**src/inc/ecc_fix_pkg.sv**
```systemverilog
// Shared types and constants for the correctable error handler.
// Assumes 32-bit memory words protected by a 7-bit SEC-DED code.
package ecc_fix_pkg;
	localparam int DATA_W = 32;
	localparam int CHK_W = 7;
	localparam int ADDR_W = 16;
	localparam int CNT_W = 16;
	localparam logic [CNT_W-1:0] CNT_RESET = 16'h0000;
	localparam logic [CNT_W-1:0] CNT_MAX = 16'hFFFF;

	// Access source and kind
	typedef enum logic [1:0] {
		SRC_CORE_LOAD = 2'b00,
		SRC_CORE_STORE = 2'b01,
		SRC_DMA_READ = 2'b10,
		SRC_DMA_WRITE = 2'b11
	} access_e;

	// One memory read result offered for checking
	typedef struct packed {
		logic valid;
		access_e kind;
		logic speculative;
		logic [ADDR_W-1:0] addr;
		logic [DATA_W-1:0] data;
		logic [CHK_W-1:0] chk;
	} mem_rd_s;

	// One memory write request
	typedef struct packed {
		logic valid;
		logic [ADDR_W-1:0] addr;
		logic [DATA_W-1:0] data;
		logic [CHK_W-1:0] chk;
	} mem_wr_s;

	// Check bits for a data word, Hamming positions 1..38 plus overall parity
	function automatic logic [CHK_W-1:0] ecc_gen(input logic [DATA_W-1:0] d);
		logic [CHK_W-1:0] c;
		logic [5:0] pos;
		int j;
		c = '0;
		j = 0;
		for (int p = 1; p < 39; p++) begin
			if ((p & (p - 1)) != 0) begin
				pos = 6'(p);
				for (int b = 0; b < 6; b++) begin
					if (pos[b]) begin
						c[b] = c[b] ^ d[j];
					end
				end
				j++;
			end
		end
		c[6] = ^{d, c[5:0]};
		return c;
	endfunction : ecc_gen
endpackage : ecc_fix_pkg

```
**src/design/ecc_fix.sv**
```systemverilog
// Correctable ECC handler for local data and instruction memories.
// Assumes memory read results arrive one cycle after the read, from the same clock.
// What this block does
// - Load error: correct in line, write back
// - Count data memory correctable errors in core
// - Data count at threshold raises local interrupt
// - Core accesses count or repair only when non-speculative
// - Store error: correct in line, write back
// - DMA instruction memory errors get own counter
// - Instruction count at threshold raises interrupt
// - DMA instruction read: correct, return, write back
// - DMA data read: correct, count, write back
// - Counters hold counts only, no addresses
// - DMA write stores whole word, fresh checks
// - No ECC check on DMA writes
`timescale 1ns/1ps
module ecc_fix (
	// Clock and reset
	input wire logic clk,
	input wire logic srst,
	// Thresholds
	input wire logic [ecc_fix_pkg::CNT_W-1:0] data_thresh,
	input wire logic [ecc_fix_pkg::CNT_W-1:0] inst_thresh,
	// Read results from the memories
	input wire ecc_fix_pkg::mem_rd_s data_rd,
	input wire ecc_fix_pkg::mem_rd_s inst_rd,
	// DMA write requests
	input wire logic dma_wr_data_sel,
	input wire logic dma_wr_valid,
	input wire logic [ecc_fix_pkg::ADDR_W-1:0] dma_wr_addr,
	input wire logic [ecc_fix_pkg::DATA_W-1:0] dma_wr_data,
	// Corrected read data
	output logic data_out_valid,
	output logic [ecc_fix_pkg::DATA_W-1:0] data_out,
	output logic data_out_uncorr,
	output logic inst_out_valid,
	output logic [ecc_fix_pkg::DATA_W-1:0] inst_out,
	output logic inst_out_uncorr,
	// Writes to the memories
	output ecc_fix_pkg::mem_wr_s data_wr,
	output ecc_fix_pkg::mem_wr_s inst_wr,
	// Counts and interrupts
	output logic [ecc_fix_pkg::CNT_W-1:0] data_err_count,
	output logic [ecc_fix_pkg::CNT_W-1:0] inst_err_count,
	output logic data_corr_irq,
	output logic inst_corr_irq
);
	import ecc_fix_pkg::*;

	// Decode results
	typedef struct packed {
		logic single;
		logic double;
		logic [DATA_W-1:0] fixed;
	} dec_s;

	function automatic dec_s ecc_dec(input logic [DATA_W-1:0] d, input logic [CHK_W-1:0] c);
		dec_s r;
		logic [CHK_W-1:0] g;
		logic [5:0] syn;
		logic par;
		logic [5:0] pos;
		int j;
		g = ecc_gen(d);
		syn = g[5:0] ^ c[5:0];
		par = ^{d, c};
		r.fixed = d;
		// A syndrome past the last code position means three or more flips
		r.single = par && syn <= 6'h26;
		r.double = ((syn != 6'h00) && !par) || (par && syn > 6'h26);
		j = 0;
		for (int p = 1; p < 39; p++) begin
			if ((p & (p - 1)) != 0) begin
				pos = 6'(p);
				if (par && syn == pos) begin
					r.fixed[j] = ~d[j];
				end
				j++;
			end
		end
		return r;
	endfunction : ecc_dec

	dec_s data_dec;
	dec_s inst_dec;
	logic data_fix_ok;
	logic inst_fix_ok;
	logic data_bit_err;
	logic inst_bit_err;

	logic data_out_valid_q, data_out_valid_d;
	logic [DATA_W-1:0] data_out_q, data_out_d;
	logic data_out_uncorr_q, data_out_uncorr_d;
	logic inst_out_valid_q, inst_out_valid_d;
	logic [DATA_W-1:0] inst_out_q, inst_out_d;
	logic inst_out_uncorr_q, inst_out_uncorr_d;
	mem_wr_s data_wr_q, data_wr_d;
	mem_wr_s inst_wr_q, inst_wr_d;
	logic [CNT_W-1:0] data_cnt_q, data_cnt_d;
	logic [CNT_W-1:0] inst_cnt_q, inst_cnt_d;
	logic data_irq_q, data_irq_d;
	logic inst_irq_q, inst_irq_d;

	always_comb begin
		// Data memory: reads only, core reads only when non-speculative
		data_dec = ecc_dec(data_rd.data, data_rd.chk);
		data_bit_err = data_rd.valid && data_rd.kind != SRC_DMA_WRITE && data_dec.single;
		data_fix_ok = data_bit_err && (data_rd.kind == SRC_DMA_READ || !data_rd.speculative);
	end

	always_comb begin
		// Instruction memory: only DMA reads are checked here
		inst_dec = ecc_dec(inst_rd.data, inst_rd.chk);
		inst_bit_err = inst_rd.valid && inst_rd.kind == SRC_DMA_READ && inst_dec.single;
		inst_fix_ok = inst_bit_err;
	end

	always_comb begin
		// Data memory return; a DMA write kind is never checked or reported
		data_out_valid_d = data_rd.valid && data_rd.kind != SRC_DMA_WRITE;
		data_out_d = data_dec.fixed;
		data_out_uncorr_d = data_out_valid_d && data_dec.double;
	end

	// Registered data memory return
	always_ff @(posedge clk) begin
		if (srst) begin
			data_out_valid_q <= 1'b0;
			data_out_q <= '0;
			data_out_uncorr_q <= 1'b0;
		end else begin
			data_out_valid_q <= data_out_valid_d;
			data_out_q <= data_out_d;
			data_out_uncorr_q <= data_out_uncorr_d;
		end
	end

	always_comb begin
		// Instruction memory return, DMA reads only
		inst_out_valid_d = inst_rd.valid && inst_rd.kind == SRC_DMA_READ;
		inst_out_d = inst_dec.fixed;
		inst_out_uncorr_d = inst_out_valid_d && inst_dec.double;
	end

	// Registered instruction memory return
	always_ff @(posedge clk) begin
		if (srst) begin
			inst_out_valid_q <= 1'b0;
			inst_out_q <= '0;
			inst_out_uncorr_q <= 1'b0;
		end else begin
			inst_out_valid_q <= inst_out_valid_d;
			inst_out_q <= inst_out_d;
			inst_out_uncorr_q <= inst_out_uncorr_d;
		end
	end

	always_comb begin
		// Data memory write; a DMA write in the same cycle wins
		// A dropped write-back leaves the error for the next read to find
		data_wr_d = '0;
		if (dma_wr_valid && dma_wr_data_sel) begin
			data_wr_d.valid = 1'b1;
			data_wr_d.addr = dma_wr_addr;
			data_wr_d.data = dma_wr_data;
			data_wr_d.chk = ecc_gen(dma_wr_data);
		end else if (data_fix_ok) begin
			data_wr_d.valid = 1'b1;
			data_wr_d.addr = data_rd.addr;
			data_wr_d.data = data_dec.fixed;
			data_wr_d.chk = ecc_gen(data_dec.fixed);
		end
	end

	// Registered data memory write
	always_ff @(posedge clk) begin
		if (srst) begin
			data_wr_q <= '0;
		end else begin
			data_wr_q <= data_wr_d;
		end
	end

	always_comb begin
		// Instruction memory write; a DMA write in the same cycle wins
		inst_wr_d = '0;
		if (dma_wr_valid && !dma_wr_data_sel) begin
			inst_wr_d.valid = 1'b1;
			inst_wr_d.addr = dma_wr_addr;
			inst_wr_d.data = dma_wr_data;
			inst_wr_d.chk = ecc_gen(dma_wr_data);
		end else if (inst_fix_ok) begin
			inst_wr_d.valid = 1'b1;
			inst_wr_d.addr = inst_rd.addr;
			inst_wr_d.data = inst_dec.fixed;
			inst_wr_d.chk = ecc_gen(inst_dec.fixed);
		end
	end

	// Registered instruction memory write
	always_ff @(posedge clk) begin
		if (srst) begin
			inst_wr_q <= '0;
		end else begin
			inst_wr_q <= inst_wr_d;
		end
	end

	always_comb begin
		// Data occurrence count, no address kept
		// Holds at the top so a reached threshold is not lost
		data_cnt_d = data_cnt_q;
		if (data_fix_ok && data_cnt_q != CNT_MAX) begin
			data_cnt_d = data_cnt_q + 16'h0001;
		end
	end

	// Registered data count
	always_ff @(posedge clk) begin
		if (srst) begin
			data_cnt_q <= CNT_RESET;
		end else begin
			data_cnt_q <= data_cnt_d;
		end
	end

	always_comb begin
		// Instruction occurrence count, no address kept
		inst_cnt_d = inst_cnt_q;
		if (inst_fix_ok && inst_cnt_q != CNT_MAX) begin
			inst_cnt_d = inst_cnt_q + 16'h0001;
		end
	end

	// Registered instruction count
	always_ff @(posedge clk) begin
		if (srst) begin
			inst_cnt_q <= CNT_RESET;
		end else begin
			inst_cnt_q <= inst_cnt_d;
		end
	end

	always_comb begin
		// Level while the count is at or above a nonzero threshold
		data_irq_d = data_cnt_d >= data_thresh && data_thresh != CNT_RESET;
	end

	// Registered data interrupt
	always_ff @(posedge clk) begin
		if (srst) begin
			data_irq_q <= 1'b0;
		end else begin
			data_irq_q <= data_irq_d;
		end
	end

	always_comb begin
		// Level while the count is at or above a nonzero threshold
		inst_irq_d = inst_cnt_d >= inst_thresh && inst_thresh != CNT_RESET;
	end

	// Registered instruction interrupt
	always_ff @(posedge clk) begin
		if (srst) begin
			inst_irq_q <= 1'b0;
		end else begin
			inst_irq_q <= inst_irq_d;
		end
	end

	assign data_out_valid = data_out_valid_q;
	assign data_out = data_out_q;
	assign data_out_uncorr = data_out_uncorr_q;
	assign inst_out_valid = inst_out_valid_q;
	assign inst_out = inst_out_q;
	assign inst_out_uncorr = inst_out_uncorr_q;
	assign data_wr = data_wr_q;
	assign inst_wr = inst_wr_q;
	assign data_err_count = data_cnt_q;
	assign inst_err_count = inst_cnt_q;
	assign data_corr_irq = data_irq_q;
	assign inst_corr_irq = inst_irq_q;
endmodule : ecc_fix

```
**config.mk**
```make
export PLATFORM = sky130hd
export DESIGN_NAME = ecc_fix
export DESIGN_NICKNAME = d
export VERILOG_FILES = /design/src/inc/ecc_fix_pkg.sv /design/src/design/ecc_fix.sv
export SDC_FILE = /design/constraint.sdc
export NUM_CORES = 1
export LEC_CHECK = 0
export BUFFER_PORTS_ARGS = -buffer_cell sky130_fd_sc_hd__buf_2
export CAP_MARGIN = 40
export CORE_MARGIN = 2
export CORE_UTILIZATION = 40
export CTS_BUF_LIST = sky130_fd_sc_hd__clkbuf_8
export CTS_CLUSTER_DIAMETER = 100
export CTS_CLUSTER_SIZE = 8
export DETAILED_ROUTE_END_ITERATION = 10
export PLACE_DENSITY = 0.76
export SYNTH_ARGS = -nofsm -noshare
export SYNTH_HDL_FRONTEND = slang
export SYNTH_SLANG_ARGS = --single-unit
```
**constraint.sdc**
```tcl
create_clock -name clk -period 8.3 [get_ports clk]
set_input_delay 2.075 -clock clk [delete_from_list [all_inputs] [get_ports clk]]
set_output_delay 2.075 -clock clk [all_outputs]
set_load 0.01 [all_outputs]
```
## Yosys cells after proc, flatten, opt, wreduce, memory -nomap -nowiden

Index checks and enable logic that the tools add are counted.

- Add/subtract/negate cells: 122
- $mul: 0
- Divide/modulo/power cells: 0
- Order comparisons: 130
- Equality and inequality tests: 69
- Shift-type cells: 0
- Mux-type cells: 1500
- Bitwise operators: 570
- Reductions and logical operators: 100

Operators with widths:

| operator | number |
|---|---|
| $mux 32 | 188 |
| $lt 32x7->1 const B | 124 |
| $add 32x2->32 const B | 120 |
| $mux 1 | 988 |
| $bmux 1 s5 | 124 |
| $xor 1x1->1 | 504 |
| $mux 56 | 6 |
| $eq 6x5->1 const B | 30 |
| $mux 2 | 86 |
| $reduce_xor 38->1 | 4 |
| $mux 3 | 32 |
| $eq 6x4->1 const B | 14 |
| $logic_and 1x1->1 | 83 |
| $reduce_xor 39->1 | 2 |
| $eq 6x6->1 const B | 12 |
| $mux 16 | 4 |
| $not 1->1 | 64 |
| $mux 31 | 2 |
| $mux 30 | 2 |
| $mux 29 | 2 |
| $mux 28 | 2 |
| $mux 4 | 14 |
| $mux 27 | 2 |
| $mux 26 | 2 |
| 34 further kinds | 80 |

- Register bits after elaboration: 214
- Latch bits: 0
- Memory bits (writable): 0
- ROM bits: 0
- Input bits: 202
- Word-level logic and storage cells: 2509
- Memories: 0

## Depth between registers and ports, before layout

- Depth after elaboration: 150
- Mapped depth: 26

## Worst setup path after synthesis

No wires, ideal clock.

- Path kind: input to register
- Start point: input inst_rd[33] (netlist name)
- End point: register inst_irq_q (netlist: inst_corr_irq)
- Library setup time: 0.118 ns
- Arrival time: 7.069 ns
- Path slack: 1.113 ns
- Cell stages on the path: 24
- Path buffers: 1
- Path through: xnor3_2 xnor3_2 xnor3_2 xnor2_4 mux2i_2 and2_1 buf_6 a22oi_2 or3_4 a21oi_4 mux2_2 ha_1 a21o_1 a21o_1 a21o_1 a21o_1 a21o_1 a21o_1 a21o_1 a21oi_1 o21ai_0 a21oi_1 nand4b_1 a21oi_1

- Longest elaborated chain between the ends: 13
- Elaborated cells on any way between the ends: 17
- Those cells by class: 2 x order compare; 1 x mux; 9 x bitwise; 5 x reduce/logical

Ends and longest elaborated chain:

| element | RTL line | text |
|---|---|---|
| from (decl) | ecc_fix.sv:26 | `input wire ecc_fix_pkg::mem_rd_s inst_rd,` |
| $xor 1x1->1 (5 in series) | ecc_fix_pkg.sv:49 | `c[b] = c[b] ^ d[j];` |
| $xor 6x6->6 | ecc_fix.sv:65 | `syn = g[5:0] ^ c[5:0];` |
| $le 6x6->1 | ecc_fix.sv:69 | `r.single = par && syn <= 6'h26;` |
| $logic_and 1x1->1 (*) | ecc_fix.sv:69 |  |
| $logic_and 1x1->1 (*) | ecc_fix.sv:114 | `inst_bit_err = inst_rd.valid && inst_rd.kind == SRC_DMA_READ && inst_dec.single;` |
| $logic_and 1x1->1 (*) | ecc_fix.sv:230 | `if (inst_fix_ok && inst_cnt_q != CNT_MAX) begin` |
| $mux 16 (*) | ecc_fix.sv:230 |  |
| net inst_cnt_d[1] | ecc_fix.sv:100 | `logic [CNT_W-1:0] inst_cnt_q, inst_cnt_d;` |
| $ge 16x16->1 (*) | ecc_fix.sv:260 | `inst_irq_d = inst_cnt_d >= inst_thresh && inst_thresh != CNT_RESET;` |
| $logic_and 1x1->1 (*) | ecc_fix.sv:260 |  |
| to (signal assigned) | ecc_fix.sv:268 | `inst_irq_q <= inst_irq_d;` |
| to (decl) | ecc_fix.sv:102 | `logic inst_irq_q, inst_irq_d;` |

The timed path passes the listed nets; every way through them passes the cells marked *.
A chain may end at the register's enable or synchronous reset.

## Worst setup path in the final report

Ends and elaborated chain as after synthesis.

==> metrics.txt <==
cell area after technology mapping 0.0123 mm^2; CP Capture Type register; Crit-path slowest cell xnor3_2; WHS Path Cells 2; post-synthesis sequential area ratio 35.0%; worst path arrival time 7850 ps; number of global-route vias before repair 10,712; Syn-to-layout area delta 23.9%; R2R depth 19; initial detailed-routing violation count 809; Slew HR 39.9%; Syn Area/Cell 9.29 um^2; initial core utilization 40.4%; library cells used by synthesis 56; yosys warns 0; share of cells above drive strength 1 28.6%; Pwr Density 278 mW/mm^2; hold endpoint inst_err_count[0]; ys async rst share 0%; number of flops mapped to enable cells by yosys 0; DRT Wirelength 44,400 um; CP cell instances buf_2 > xnor3_2 > xnor3_2 > xnor3_2 > xnor2_4 > mux2i_2 > and2_1 > a22oi_2 > or3_4 > a21oi_4 > mux2_2 > ha_1 > a21o_1 > a21o_1 > a21o_1 > a21o_1 > a21o_1 > a21o_1 > a21o_1 > a21oi_1 > o21ai_0 > a21oi_1 > nand4b_1 > a21oi_1; cell row count 64; vias per cell 5.10; total I/O pin count 416; port bufs 414; final hold violation count 0; H-tree depth 1; Vias 10,823; Setup crit start kind input pin; slowest stage delay, CP 480 ps; Yosys reg bits 214; RSZ-0062 raised after global routing no; final worst path period share 89.1%; global placement routability congestion 0.960; Pre-antenna DRT Iters 5; total CTS buffers 30; type of the most critical hold path register to register; CTS tree yes; Peak VDD IR 0.147 mV; f_max 0.135 GHz; Clock Sinks 214; commonest cells after routing, fill and taps aside buf_2 (413), xnor2_1 (264), dfxtp_1 (214); fillers 2,951; Resized cells post-CTS 0; clk buf depth 3; # DRC 0; leading register cell type out of synthesis dfxtp_1; Tmin final 7390 ps; FF-to-FF Start data_err_count[6]; Gate Count Post-Synth 1,319; hold buffers post-CTS 0; CP max FO 8; Static Leak 7.14 nW; Util after Layout 50.0%; crit path kind input pin to register; postcts setup bufs 0; synthesized net count 1,555; # setup viols final 0; Critical Path RT 8760 ps; Slew @ Worst Pin 902 ps; Die X 179 um; slack of the worst reg-to-reg path 4310 ps; chip height 179 um; RR Endpoint data_corr_irq; antenna-violating nets left 0; most common cell after layout, fill and taps aside buf_2; wire per inst 20.9 um; total chip power 0.00423 W; die area 0.0321 mm^2; total grt overflow 0; setup_tns 0 ps; hold path start inst_err_count[0]; Clock Latency Late Sink 590 ps; status completed; cell mode on critical path a21o_1; fin. max-slew vios 0; first-pass GRT wire length 63,400 um; CORE AREA 0.0303 mm^2; worst clock skew 22.8 ps; half-perimeter wire length after placement 35,500 um; CTS root buffer clkbuf_8; GRT Total Usage 26.6%; antenna violations before repair 2; clk slew on worst S/H paths 70 ps; # nets final 1,962; largest net degree at the start of global routing 75; max_cap viols 0
## where the power goes
group | switching, W | internal [W] | leakage [nW] | total, W
Combinational | 0.00140 | 0.000942 | 5.16 | 0.00235
Clock | 0.000384 | 0.000337 | 0.230 | 0.000721
Sequential | 0.0000326 | 0.00113 | 1.75 | 0.00116
## state kept, by name, summed over array words and instances (netlist names)
register         count
inst_out_valid       1
inst_out            32
data_corr_irq        1
data_out_uncorr      1
inst_err_count      16
data_wr             56
inst_wr             56
data_out            32
inst_out_uncorr      1
data_out_valid       1
inst_corr_irq        1
data_err_count      16
## worst max-delay path: cells and delay by family
family	cells	cell delay, ps
compound gates	13	2090
xor+xnor	4	1650
simple gates	3	890
mux	2	770
buf+inv	1	110
fa+ha+maj	1	270
## worst max-delay path by stage
stage	startpoint	to	slack, ps
after floorplan	inst_rd[33]	inst_corr_irq	1110
after global placement	inst_rd[33]	inst_corr_irq	430
after detailed placement	inst_rd[33]	inst_corr_irq	360
after CTS	inst_rd[33]	inst_corr_irq	960
after global routing	inst_rd[33]	inst_corr_irq	690
final	inst_rd[33]	inst_corr_irq	910
## through the flow
step / setup slack [ps] / instances / instance area (um^2) / hold slack [ps]
finish: 908 / 2123 / 15200 / 642
global placement: 426 / 2089 / 14700 / 615
detailed placement: 364 / 2090 / 14700 / 612
floorplan: 1110 / 1319 / 12300 / 612
global route: 691 / 2123 / 15200 / 681
CTS: 959 / 2122 / 15200 / 633
## synthesized netlist by cell type, types with 11 or more instances
cell        n  area share (%)
xnor2_1   264              19
dfxtp_1   214              35
nor2_1    132             4.0
nand2_1   123             3.8
xor2_1     92             6.6
o21ai_0    66             2.7
clkbuf_1   42             1.3
inv_1      42             1.3
nor2b_1    37             1.9
xnor3_1    36             6.6
ha_1       34             3.5
a22o_1     32             2.3
nand3_1    31             1.3
a21oi_1    25             1.0
a21o_1     18             1.1
nor3_1     14            0.57
nor4_1     11            0.56
## final cells by class
cell class | count | area, um^2 | area share (%)
inverters | 42 | 158 | 1.04
well taps | 396 | 495 | 3.26
repair buffers | 427 | 2180 | 14.4
diodes | 1 | 2.50 | 0.0165
flip-flops and latches | 214 | 4280 | 28.2
clock buffers | 32 | 440 | 2.90
multi-input cells | 1011 | 7620 | 50.2
## per-layer routing
layer | up-vias | part of all wire, % | routed length (um) | global-route usage [%]
met1 | 5069 | 41 | 18200 | 33.5
met4 | 2 | 3.2 | 1410 | 8.81
li1 | 5124 | - | - | -
met3 | 89 | 8.8 | 3890 | 5.56
met2 | 539 | 47 | 20900 | 45.3
met5 | - | 0.029 | 13 | 0
## kinds of logic after synthesis
family	synth area share (%)
AO/OA/AOI/OAI	8.67
XOR/XNOR	34.0
adder cells (fa/ha/maj)	3.47
buffers and inverters	3.03
flip-flops	35.0
multiplexers	0.633
AND/OR/NAND/NOR	15.2
Note: power is estimated with default switching activity, not from simulation.
